## src/chdl_pkg.sv

```systemverilog
package chdl_pkg;
  localparam logic [7:0] CHDL_IDX_HOOD_CTRL = 8'h25;
  localparam logic [7:0] CHDL_IDX_DEV_DISABLE = 8'h26;
  localparam logic [7:0] CHDL_IDX_SIL_REV = 8'h27;
  localparam logic [7:0] CHDL_HOOD_CTRL_RESET = 8'h00;
  localparam logic [7:0] CHDL_DEV_DISABLE_RESET = 8'h00;
  // Revision value is arbitrary.
  localparam logic [7:0] CHDL_SIL_REV_VALUE = 8'h01;
  localparam int CHDL_BIT_SMI_IRQ2 = 4;
  localparam int CHDL_BIT_HOOD_LOCK = 3;
  localparam int CHDL_BIT_HOOD_ACT = 2;
  localparam int CHDL_BIT_SW_LOCK = 7;
  localparam int CHDL_NUM_DEV = 5;
  localparam logic [1:0] CHDL_PIN128_GPIO = 2'h0;
  localparam logic [1:0] CHDL_PIN128_FAN_TACH = 2'h1;
  localparam logic [1:0] CHDL_PIN128_UNLOCK = 2'h2;
  localparam logic [7:0] CHDL_HOOD_CTRL_MASK = 8'h1F;
  localparam logic [7:0] CHDL_DEV_LOW_MASK = 8'h7F;
  localparam int CHDL_ACT_TIME_NS = 1000;
  localparam int CHDL_CLK_PERIOD_NS = 4;
  localparam int CHDL_ACT_CYCLES = CHDL_ACT_TIME_NS / CHDL_CLK_PERIOD_NS;
  localparam int CHDL_ACT_CNT_W = 8;
  typedef enum logic [1:0] {CHDL_IDLE, CHDL_LOCKING, CHDL_UNLOCKING} chdl_hood_state_t;
endpackage

```

## src/chdl_cfg_regs.sv

```systemverilog
// Strobed register access was decided locally.
`timescale 1ns/10ps
// Notes on behaviour
// RULE1: Bit 4 of hood control routes management interrupt to IRQ2; resets off.
// RULE2: Bit 3 of hood control picks unlock (0, reset) or lock (1).
// RULE3: Writing 1 to bit 2 starts the operation; bit reads 1 while busy.
// RULE4: Writing 0 to bit 2 during an operation stops it.
// RULE5: Software checks bit 2 is 0 before starting a new operation.
// RULE6: Bits 1-0 pick pin 128: general I/O, fan tach, hood unlock, reserved.
// RULE7: Disable register writes blocked by selected external lock or software lock.
// RULE8: Software lock bit stays set until hardware reset.
// RULE9: With software lock set, disable bits 0-6 are read-only.
// RULE10: Disable bits 4-0 turn off five logical devices; reset enabled.
// RULE11: Device active needs clear disable, own activate bit and global enable.
// RULE12: Index 27h returns a fixed revision; writes ignored.
// RULE13: External lock counts only when pin 53 selects the lock function.
// RULE14: Disable bits 6-5 are plain scratch storage.
// RULE15: Hood control bits 7-5 read zero and ignore writes.
module chdl_cfg_regs (
  input wire logic clock_in,
  input wire logic rst_in,
  input wire logic [7:0] addr_in,
  input wire logic [7:0] wdata_in,
  input wire logic wr_in,
  input wire logic rd_in,
  output logic [7:0] rdata_out,
  input wire logic external_write_lock_in,
  input wire logic pin53_lock_sel_in,
  input wire logic smi_in,
  input wire logic first_global_config_en_in,
  input wire logic [chdl_pkg::CHDL_NUM_DEV-1:0] dev_activate_in,
  input wire logic third_fan_tach_in,
  input wire logic pin128_general_io_in,
  input wire logic pin128_gpio_out_in,
  input wire logic pin128_gpio_oe_in,
  output logic irq2_out,
  output logic hood_lock_drive_out,
  output logic hood_unlock_drive_out,
  output logic pin128_out,
  output logic pin128_oe_out,
  output logic third_fan_tach_out,
  output logic pin128_general_io_out,
  output logic [chdl_pkg::CHDL_NUM_DEV-1:0] dev_active_out
);
  import chdl_pkg::*;

  logic [7:0] hood_r, hood_nxt;
  logic [7:0] ddis_r, ddis_nxt;
  logic [7:0] rdata_r, rdata_nxt;
  logic irq2_r, irq2_nxt;
  logic lkd_r, lkd_nxt;
  logic ulkd_r, ulkd_nxt;
  logic p128_r, p128_nxt;
  logic p128_oe_r, p128_oe_nxt;
  logic tach_r, tach_nxt;
  logic gpi_r, gpi_nxt;
  logic [CHDL_NUM_DEV-1:0] act_r;
  logic [CHDL_NUM_DEV-1:0] act_nxt;
  logic busy;
  logic lock_drv;
  logic unlock_drv;
  logic start_op;
  logic stop_op;
  logic wr_hood;
  logic wr_ddis;
  logic ddis_blocked;

  function automatic logic hit(input logic [7:0] a, input logic [7:0] idx);
    return a == idx;
  endfunction

  assign wr_hood = wr_in && hit(addr_in, CHDL_IDX_HOOD_CTRL);
  assign wr_ddis = wr_in && hit(addr_in, CHDL_IDX_DEV_DISABLE);
  // RULE3 start on written one
  assign start_op = wr_hood && wdata_in[CHDL_BIT_HOOD_ACT] && !busy;
  // RULE4 stop on written zero
  assign stop_op = wr_hood && !wdata_in[CHDL_BIT_HOOD_ACT];
  // RULE7 write block terms
  // RULE13 lock needs pin select
  assign ddis_blocked = (external_write_lock_in && pin53_lock_sel_in) ||
                        ddis_r[CHDL_BIT_SW_LOCK];

  chdl_hood_actuator u_act (
    .clock_in(clock_in),
    .rst_in(rst_in),
    .start_in(start_op),
    .stop_in(stop_op),
    // RULE2 direction from write
    .lock_sel_in(wdata_in[CHDL_BIT_HOOD_LOCK]),
    .busy_out(busy),
    .lock_drive_out(lock_drv),
    .unlock_drive_out(unlock_drv)
  );

  chdl_dev_gate u_gate (
    .disable_in(ddis_r[CHDL_NUM_DEV-1:0]),
    .activate_in(dev_activate_in),
    .global_en_in(first_global_config_en_in),
    .active_out(act_nxt)
  );

  always_comb begin
    hood_nxt = hood_r;
    ddis_nxt = ddis_r;
    // RULE15 reserved bits held zero
    if (wr_hood) begin
      hood_nxt = wdata_in & CHDL_HOOD_CTRL_MASK;
    end
    // RULE3 status mirrors busy
    hood_nxt[CHDL_BIT_HOOD_ACT] = 1'b0;
    // RULE7 blocked disable writes
    // RULE9 low bits read-only when locked
    // RULE14 scratch bits stored
    if (wr_ddis && !ddis_blocked) begin
      ddis_nxt = (ddis_r & ~CHDL_DEV_LOW_MASK) | (wdata_in & CHDL_DEV_LOW_MASK);
      // RULE8 sticky software lock
      if (wdata_in[CHDL_BIT_SW_LOCK]) begin
        ddis_nxt[CHDL_BIT_SW_LOCK] = 1'b1;
      end
    end
  end

  always_comb begin
    rdata_nxt = 8'h00;
    if (rd_in) begin
      case (addr_in)
        CHDL_IDX_HOOD_CTRL: begin
          rdata_nxt = hood_r;
          rdata_nxt[CHDL_BIT_HOOD_ACT] = busy;
        end
        CHDL_IDX_DEV_DISABLE: rdata_nxt = ddis_r;
        // RULE12 fixed revision
        CHDL_IDX_SIL_REV: rdata_nxt = CHDL_SIL_REV_VALUE;
        default: rdata_nxt = 8'h00;
      endcase
    end
  end

  always_comb begin
    // RULE1 interrupt routing
    irq2_nxt = hood_r[CHDL_BIT_SMI_IRQ2] && smi_in;
    lkd_nxt = lock_drv;
    ulkd_nxt = 1'b0;
    p128_nxt = 1'b0;
    p128_oe_nxt = 1'b0;
    tach_nxt = 1'b0;
    gpi_nxt = 1'b0;
    // RULE6 pin 128 function mux
    case (hood_r[1:0])
      CHDL_PIN128_GPIO: begin
        p128_nxt = pin128_gpio_out_in;
        p128_oe_nxt = pin128_gpio_oe_in;
        gpi_nxt = pin128_general_io_in;
      end
      CHDL_PIN128_FAN_TACH: tach_nxt = third_fan_tach_in;
      CHDL_PIN128_UNLOCK: begin
        // RULE2 unlock drive
        ulkd_nxt = unlock_drv;
        p128_nxt = unlock_drv;
        p128_oe_nxt = 1'b1;
      end
      default: p128_oe_nxt = 1'b0;
    endcase
  end

  always_ff @(posedge clock_in or posedge rst_in) begin
    if (rst_in) begin
      hood_r <= CHDL_HOOD_CTRL_RESET;
      ddis_r <= CHDL_DEV_DISABLE_RESET;
      rdata_r <= 8'h00;
      irq2_r <= 1'b0;
      lkd_r <= 1'b0;
      ulkd_r <= 1'b0;
      p128_r <= 1'b0;
      p128_oe_r <= 1'b0;
      tach_r <= 1'b0;
      gpi_r <= 1'b0;
      act_r <= '0;
    end else begin
      hood_r <= hood_nxt;
      ddis_r <= ddis_nxt;
      rdata_r <= rdata_nxt;
      irq2_r <= irq2_nxt;
      lkd_r <= lkd_nxt;
      ulkd_r <= ulkd_nxt;
      p128_r <= p128_nxt;
      p128_oe_r <= p128_oe_nxt;
      tach_r <= tach_nxt;
      gpi_r <= gpi_nxt;
      // RULE10 disabled devices inactive
      act_r <= act_nxt;
    end
  end

  assign rdata_out = rdata_r;
  assign irq2_out = irq2_r;
  assign hood_lock_drive_out = lkd_r;
  assign hood_unlock_drive_out = ulkd_r;
  assign pin128_out = p128_r;
  assign pin128_oe_out = p128_oe_r;
  assign third_fan_tach_out = tach_r;
  assign pin128_general_io_out = gpi_r;
  assign dev_active_out = act_r;

  // Interrupt routing follows the enable bit with one cycle of lag.
  chk_irq2_route: assert property (@(posedge clock_in) disable iff (rst_in) // RULE1
    !hood_r[CHDL_BIT_SMI_IRQ2] |=> !irq2_out)
    else $error("irq2 driven while routing disabled");
  chk_irq2_follow: assert property (@(posedge clock_in) disable iff (rst_in) // RULE1
    hood_r[CHDL_BIT_SMI_IRQ2] && smi_in |=> irq2_out)
    else $error("irq2 missed a routed interrupt");

  // The direction comes from bit 3 of the same write that starts the operation.
  chk_lock_dir: assert property (@(posedge clock_in) disable iff (rst_in) // RULE2
    start_op && !wdata_in[CHDL_BIT_HOOD_LOCK] |=> ##1 !hood_lock_drive_out)
    else $error("lock drive during unlock operation");
  chk_lock_start: assert property (@(posedge clock_in) disable iff (rst_in) // RULE2
    start_op && wdata_in[CHDL_BIT_HOOD_LOCK] |=> ##1 hood_lock_drive_out)
    else $error("lock drive missing during lock operation");
  chk_no_unlock: assert property (@(posedge clock_in) disable iff (rst_in) // RULE2
    start_op && wdata_in[CHDL_BIT_HOOD_LOCK] |=> ##1 !hood_unlock_drive_out)
    else $error("unlock drive during lock operation");

  // The action bit reads the live busy state; a written zero aborts.
  chk_busy_read: assert property (@(posedge clock_in) disable iff (rst_in) // RULE3
    rd_in && addr_in == CHDL_IDX_HOOD_CTRL |=> rdata_out[CHDL_BIT_HOOD_ACT] == $past(busy))
    else $error("action bit does not show busy");
  chk_start_busy: assert property (@(posedge clock_in) disable iff (rst_in) // RULE3
    start_op |=> busy)
    else $error("hood operation did not start");
  chk_stop_idle: assert property (@(posedge clock_in) disable iff (rst_in) // RULE4
    stop_op |=> !busy)
    else $error("written zero left hood operation busy");
  chk_stop_drives: assert property (@(posedge clock_in) disable iff (rst_in) // RULE4
    busy && stop_op |=> ##1 !hood_lock_drive_out && !hood_unlock_drive_out)
    else $error("hood drive stayed on after stop");

  // Pin 128 carries at most one function at a time; the reserved setting carries none.
  chk_pin_unlock: assert property (@(posedge clock_in) disable iff (rst_in) // RULE6
    hood_r[1:0] == CHDL_PIN128_UNLOCK |=> pin128_oe_out)
    else $error("pin 128 not driven in unlock mode");
  chk_pin_unlock_val: assert property (@(posedge clock_in) disable iff (rst_in) // RULE6
    hood_r[1:0] == CHDL_PIN128_UNLOCK |=> pin128_out == $past(unlock_drv))
    else $error("pin 128 does not carry unlock drive");
  chk_tach_route: assert property (@(posedge clock_in) disable iff (rst_in) // RULE6
    hood_r[1:0] == CHDL_PIN128_FAN_TACH |=> third_fan_tach_out == $past(third_fan_tach_in))
    else $error("fan tach input not routed");
  chk_tach_off: assert property (@(posedge clock_in) disable iff (rst_in) // RULE6
    hood_r[1:0] != CHDL_PIN128_FAN_TACH |=> !third_fan_tach_out)
    else $error("fan tach routed while not selected");
  chk_gpio_route: assert property (@(posedge clock_in) disable iff (rst_in) // RULE6
    hood_r[1:0] == CHDL_PIN128_GPIO |=> pin128_oe_out == $past(pin128_gpio_oe_in)
      && pin128_general_io_out == $past(pin128_general_io_in))
    else $error("pin 128 general I/O not routed");
  chk_gpio_off: assert property (@(posedge clock_in) disable iff (rst_in) // RULE6
    hood_r[1:0] != CHDL_PIN128_GPIO |=> !pin128_general_io_out)
    else $error("general I/O routed while not selected");
  chk_reserved_pin: assert property (@(posedge clock_in) disable iff (rst_in) // RULE6
    &hood_r[1:0] |=> !pin128_oe_out && !pin128_out)
    else $error("pin 128 driven in reserved mode");

  // Disable register write protection and sticky lock.
  chk_write_block: assert property (@(posedge clock_in) disable iff (rst_in) // RULE7
    wr_ddis && ddis_blocked |=> ddis_r == $past(ddis_r))
    else $error("blocked write changed disable register");
  chk_ext_block: assert property (@(posedge clock_in) disable iff (rst_in) // RULE13
    wr_ddis && external_write_lock_in && pin53_lock_sel_in |=> $stable(ddis_r))
    else $error("selected lock input did not block write");
  chk_ext_lock: assert property (@(posedge clock_in) disable iff (rst_in) // RULE13
    wr_ddis && !pin53_lock_sel_in && !ddis_r[CHDL_BIT_SW_LOCK]
      |=> ddis_r[6:0] == $past(wdata_in[6:0]))
    else $error("unselected lock input blocked write");
  chk_sw_lock: assert property (@(posedge clock_in) disable iff (rst_in) // RULE8
    ddis_r[CHDL_BIT_SW_LOCK] |=> ddis_r[CHDL_BIT_SW_LOCK])
    else $error("software lock cleared without reset");
  chk_lock_set: assert property (@(posedge clock_in) disable iff (rst_in) // RULE8
    wr_ddis && !ddis_blocked && wdata_in[CHDL_BIT_SW_LOCK] |=> ddis_r[CHDL_BIT_SW_LOCK])
    else $error("software lock not set by write");
  chk_low_ro: assert property (@(posedge clock_in) disable iff (rst_in) // RULE9
    ddis_r[CHDL_BIT_SW_LOCK] |=> $stable(ddis_r[6:0]))
    else $error("locked bits changed");
  chk_scratch_store: assert property (@(posedge clock_in) disable iff (rst_in) // RULE14
    wr_ddis && !ddis_blocked |=> ddis_r[6:5] == $past(wdata_in[6:5]))
    else $error("scratch bits not stored");

  // Device activation combines disable, activate and global enable.
  chk_dev_off: assert property (@(posedge clock_in) disable iff (rst_in) // RULE10
    ddis_r[0] |=> !dev_active_out[0])
    else $error("disabled device shown active");
  chk_dev_off_all: assert property (@(posedge clock_in) disable iff (rst_in) // RULE10
    (dev_active_out & $past(ddis_r[CHDL_NUM_DEV-1:0])) == '0)
    else $error("a disabled device shown active");
  chk_dev_on: assert property (@(posedge clock_in) disable iff (rst_in) // RULE11
    !ddis_r[4] && dev_activate_in[4] && first_global_config_en_in
      |=> dev_active_out[4])
    else $error("enabled device not shown active");
  chk_global_off: assert property (@(posedge clock_in) disable iff (rst_in) // RULE11
    !first_global_config_en_in |=> dev_active_out == '0)
    else $error("device active without global enable");

  // Revision register and reserved bits.
  chk_rev_read: assert property (@(posedge clock_in) disable iff (rst_in) // RULE12
    rd_in && addr_in == CHDL_IDX_SIL_REV |=> rdata_out == CHDL_SIL_REV_VALUE)
    else $error("revision read wrong");
  chk_rev_write: assert property (@(posedge clock_in) disable iff (rst_in) // RULE12
    wr_in && addr_in == CHDL_IDX_SIL_REV |=> $stable(hood_r) && $stable(ddis_r))
    else $error("revision write changed a register");
  chk_reserved_zero: assert property (@(posedge clock_in) disable iff (rst_in) // RULE15
    hood_r[7:5] == 3'h0)
    else $error("reserved hood bits set");
  chk_reserved_read: assert property (@(posedge clock_in) disable iff (rst_in) // RULE15
    rd_in && addr_in == CHDL_IDX_HOOD_CTRL |=> rdata_out[7:5] == 3'h0)
    else $error("reserved hood bits read nonzero");
endmodule

```

## src/chdl_dev_gate.sv

```systemverilog
`timescale 1ns/10ps
module chdl_dev_gate (
  input wire logic [chdl_pkg::CHDL_NUM_DEV-1:0] disable_in,
  input wire logic [chdl_pkg::CHDL_NUM_DEV-1:0] activate_in,
  input wire logic global_en_in,
  output logic [chdl_pkg::CHDL_NUM_DEV-1:0] active_out
);
  import chdl_pkg::*;
  // RULE11 combine activation terms
  for (genvar i = 0; i < CHDL_NUM_DEV; i++) begin : g_dev
    assign active_out[i] = !disable_in[i] && activate_in[i] && global_en_in;
  end
endmodule

```

## src/chdl_hood_actuator.sv

```systemverilog
`timescale 1ns/10ps
module chdl_hood_actuator (
  input wire logic clock_in,
  input wire logic rst_in,
  input wire logic start_in,
  input wire logic stop_in,
  input wire logic lock_sel_in,
  output logic busy_out,
  output logic lock_drive_out,
  output logic unlock_drive_out
);
  import chdl_pkg::*;
  chdl_hood_state_t state_r, state_nxt;
  logic [CHDL_ACT_CNT_W-1:0] cnt_r, cnt_nxt;

  always_comb begin
    state_nxt = state_r;
    cnt_nxt = cnt_r;
    case (state_r)
      CHDL_IDLE: begin
        // RULE3 start operation
        if (start_in) begin
          state_nxt = lock_sel_in ? CHDL_LOCKING : CHDL_UNLOCKING;
          cnt_nxt = CHDL_ACT_CNT_W'(CHDL_ACT_CYCLES - 1);
        end
      end
      CHDL_LOCKING, CHDL_UNLOCKING: begin
        // RULE4 abort on clear
        if (stop_in || cnt_r == '0) begin
          state_nxt = CHDL_IDLE;
        end else begin
          cnt_nxt = cnt_r - CHDL_ACT_CNT_W'(1);
        end
      end
      default: state_nxt = CHDL_IDLE;
    endcase
  end

  always_ff @(posedge clock_in or posedge rst_in) begin
    if (rst_in) begin
      state_r <= CHDL_IDLE;
      cnt_r <= '0;
    end else begin
      state_r <= state_nxt;
      cnt_r <= cnt_nxt;
    end
  end

  assign busy_out = (state_r != CHDL_IDLE);
  assign lock_drive_out = (state_r == CHDL_LOCKING);
  assign unlock_drive_out = (state_r == CHDL_UNLOCKING);

  // Operation length is bounded by the actuation time.
  chk_busy_ends: assert property (@(posedge clock_in) disable iff (rst_in) // RULE3
    $rose(busy_out) |-> ##[1:250] !busy_out)
    else $error("hood operation did not finish in time");
  chk_stop_aborts: assert property (@(posedge clock_in) disable iff (rst_in) // RULE4
    busy_out && stop_in |=> !busy_out)
    else $error("stop did not end hood operation");
endmodule

```

## config.mk

```make
export PLATFORM = sky130hd
export DESIGN_NAME = chdl_cfg_regs
export DESIGN_NICKNAME = d
export VERILOG_FILES = /design/src/chdl_pkg.sv /design/src/chdl_cfg_regs.sv /design/src/chdl_dev_gate.sv /design/src/chdl_hood_actuator.sv
export SDC_FILE = /design/constraint.sdc
export NUM_CORES = 1
export LEC_CHECK = 0
export CAP_MARGIN = 25
export CORE_UTILIZATION = 39
export DETAILED_ROUTE_END_ITERATION = 10
export DONT_BUFFER_PORTS = 1
export GPL_ROUTABILITY_DRIVEN = 0
export GPL_TIMING_DRIVEN = 0
export PLACE_DENSITY = 0.51
export SYNTH_ARGS = -nofsm -noshare
export SYNTH_HDL_FRONTEND = slang
export SYNTH_SLANG_ARGS = --single-unit
```

## constraint.sdc

```tcl
create_clock -name clock_in -period 2.9 [get_ports clock_in]
set_clock_uncertainty 0.15 [all_clocks]
set_input_delay 0.29 -clock clock_in [delete_from_list [all_inputs] [get_ports clock_in]]
set_output_delay 0.29 -clock clock_in [all_outputs]
set_load 0.02 [all_outputs]
```

==> flow_summary.ini <==
[outcome]
outcome = finished, final reports clean

[floorplanning]
die_h_um = 72.59
start_util_pct = 40.87
core_um2 = 4755
chipWidth_um = 72.59
die_area_um2 = 5269
io_pins = 53
num_rows = 25

[sta]
slew_headroom_pct = 43.36
worst_pin_slew_ns = 0.8483
finalSetupViolCount = 0
slew_viol_final = 0
rsz0062_at_grt = false
fmax_mhz = 415.0
fin_crit_ns = 2.410
fin_setup_tns_ns = 0
finalCritPeriodShare_pct = 83.09
hold_violations = 0

[critical_path]
crit_type = reg2reg
arrival_ns = 2.49
cp-end-kind = register
crit_fanout = 7
worst_setup_path_start_kind = register
slowest_stage = or4_1
crit_chain = inv_1 > ha_1 > nor3b_1 > a21boi_1 > nand3_1 > or4_1 > nand3_1
crit_path_max_incr_delay_ns = 0.53
worstPathRequired_ns = 2.98
cpMostUsedCell = nand3_1

[cts]
cts_root_buffer = clkbuf_8
path_clk_slew_ns = 0.08
cts_tree = built
cts_buffers = 5
cts.path.max_buffers = 2
h-tree-depth = 2
clk_latency_ns = 0.29
numClockSinks = 42
post_cts_buffers = 0

[grt]
grt_max_degree = 43
grt_pass1_vias = 1448
grt_pass1_wl_um = 6782
grt_overflow_total = 0
antenna_found_initial = 0
grt_usage_pct = 17.44

[place]
port_buffers = 0
dpl_cell_area_um2 = 2027
dp.final_hpwl_um = 2998

[synth]
postSynthCellCount = 178
synth_flop_cell = dfrtp_1
ys_ff_latch = 42
syn-num-nets = 216
synth_edf_count = 0
synth_area_per_cell_um2 = 10.92
ys_warn_count = 0
ys_seq_area_share_pct = 54.09
synth_area_um2 = 1943
synthDistinctLibCells = 44
synthArstFlopShare_pct = 100.0
synth_top_cell_by_area = dfrtp_1
yosys.area.top_type_share_pct = 54.09
synthTopCellsByArea = dfrtp_1 54%, mux2_2 6.4%, ha_1 3.2%

[power_and_ir_drop]
internal_power_uw = 859.0
power.switching_uw = 313.7
powerDensity_nw_per_um2 = 502.5
power_frac_comb_pct = 12.5
power_frac_clock_pct = 31.1
power_frac_seq_pct = 56.4
peakVddDrop_mv = 0.3003
p_sw_share_pct = 26.75
leakage_uw = 0.001079

[run]
maxCapViolations = 0

[route]
dr.pass1.iters = 5
wire_per_inst_um = 15.01
vias = 1429
antenna_left = 0
drt-total-wl_um = 4129
first_iter_violations = 75
vias_per_cell = 5.196
drcViolationCount = 0

[layout]
area_delta_synth_final_pct = 20.09
drive_above_1_share_pct = 12.98
final_cell_mix = 42 x dfrtp_1, 22 x dlygate4sd3_1, 16 x nand2_1
final_common_cell = dfrtp_1
fin_area_um2 = 2333
nets = 245
antenna_cells = 0

[hold_path]
hold_path.class = in2reg
final cells by class:
type / count / area (µm²)
Sequential cell: 42 / 1051
Fill cell: 479 / 2421
Timing Repair Buffer: 22 / 220.2
Inverter: 7 / 26.28
Multi-Input combinational cell: 125 / 843.3
Clock buffer: 6 / 72.57
Tap cell: 67 / 83.83
Buffer: 4 / 22.52
Clock inverter: 2 / 13.76
synth_stat cells, drive strengths merged (4+ instances only):
| master | number |
|---|---|
| nor2 | 15 |
| and3 | 4 |
| mux2 | 11 |
| ha | 5 |
| o31ai | 4 |
| nor3 | 4 |
| and2 | 5 |
| dfrtp | 42 |
| o21ai | 4 |
| a21oi | 7 |
| nand3 | 8 |
| inv | 7 |
| nand2b | 4 |
| nand2 | 16 |
flip-flops by register name (all words and copies together) (netlist names):
name / flops
ddis_r: 8
pin128_oe_out: 1
dev_active_out: 5
hood_unlock_drive_out: 1
u_act.state_r: 2
pin128_out: 1
hood_r: 4
hood_lock_drive_out: 1
irq2_out: 1
third_fan_tach_out: 1
pin128_general_io_out: 1
u_act.cnt_r: 8
rdata_out: 8
worst paths after layout:
path / from / to / slack [ns] / cells after the start
max: u_act.cnt_r[0]$_DFFE_PP0P_ / u_act.cnt_r[5]$_DFFE_PP0P_ / 0.49 / 7
min: wdata_in[3] / u_act.state_r[0]$_DFFE_PP0P_ / 0.02 / 1
min in group asynchronous: rst_in / hood_lock_drive_out$_DFF_PP0_ / 0.48 / 2
max reg2reg: u_act.cnt_r[0]$_DFFE_PP0P_ / u_act.cnt_r[5]$_DFFE_PP0P_ / 0.49 / 7
min reg2reg: ddis_r[1]$_DFFE_PP0P_ / dev_active_out[1]$_DFF_PP0_ / 0.30 / 1
max in group asynchronous: rst_in / ddis_r[2]$_DFFE_PP0P_ / 1.59 / 2
logic make-up (layout without fill, tap and decap cells):
kind of cell | after synthesis | count (layout) | synth area share [%]
AND/OR/NAND/NOR | 77 | 77 | 21.89
flip-flops | 42 | 42 | 54.09
AO/OA/AOI/OAI | 31 | 31 | 11.46
multiplexers | 11 | 11 | 6.375
buffers and inverters | 11 | 41 | 2.511
adder cells (fa/ha/maj) | 5 | 5 | 3.220
XOR/XNOR | 1 | 1 | 0.4508
metrics by stage:
step           std cells  worst slack, ns  utilization, %  power, µW  hold slack (ns)
6_report             275           0.4903           49.08       1173          0.01965
3_3_place_gp         245           0.5501           42.63      792.9           0.2507
2_1_floorplan        178           0.7897               -      763.7           0.2479
5_1_grt              275           0.2996           49.08       1237        0.0002222
3_5_place_dp         245           0.5442           42.63      795.9           0.2530
4_1_cts              275           0.5167           49.08       1188         0.009155
what timing repair did:
| item | in CTS | in global routing |
|---|---|---|
| hold buffers | 22 | 0 |
| hold endpoints to repair | 65 | 0 |
| gates resized for setup | 0 | 0 |
routing by layer:
| metal | vias up | track usage [%] | routed length, µm |
|---|---|---|---|
| li1 | 696 | - | - |
| met1 | 686 | 21.92 | 1788 |
| met2 | 43 | 27.83 | 2029 |
| met3 | 4 | 6.077 | 265 |
| met4 | 0 | 6.536 | 46 |
| met5 | - | 0 | 0 |
critical path, delay by kind of cell (launching register included):
| family | cells | cell delay [ns] |
|---|---|---|
| fa+ha+maj | 1 | 0.20 |
| compound gates | 1 | 0.45 |
| buf+inv | 1 | 0.10 |
| simple gates | 4 | 1.07 |
| flops | 1 | 0.39 |
power groups by stage:
| stage | sequential (µW) | clock [µW] | combinational, µW |
|---|---|---|---|
| global placement | 672 | 0 | 121 |
| detailed placement | 672 | 0 | 124 |
| floorplan | 662 | 0 | 102 |
| CTS | 661 | 379 | 148 |
| finish | 662 | 365 | 146 |
| global route | 665 | 404 | 168 |
Note: power is estimated with default switching activity, not from simulation.
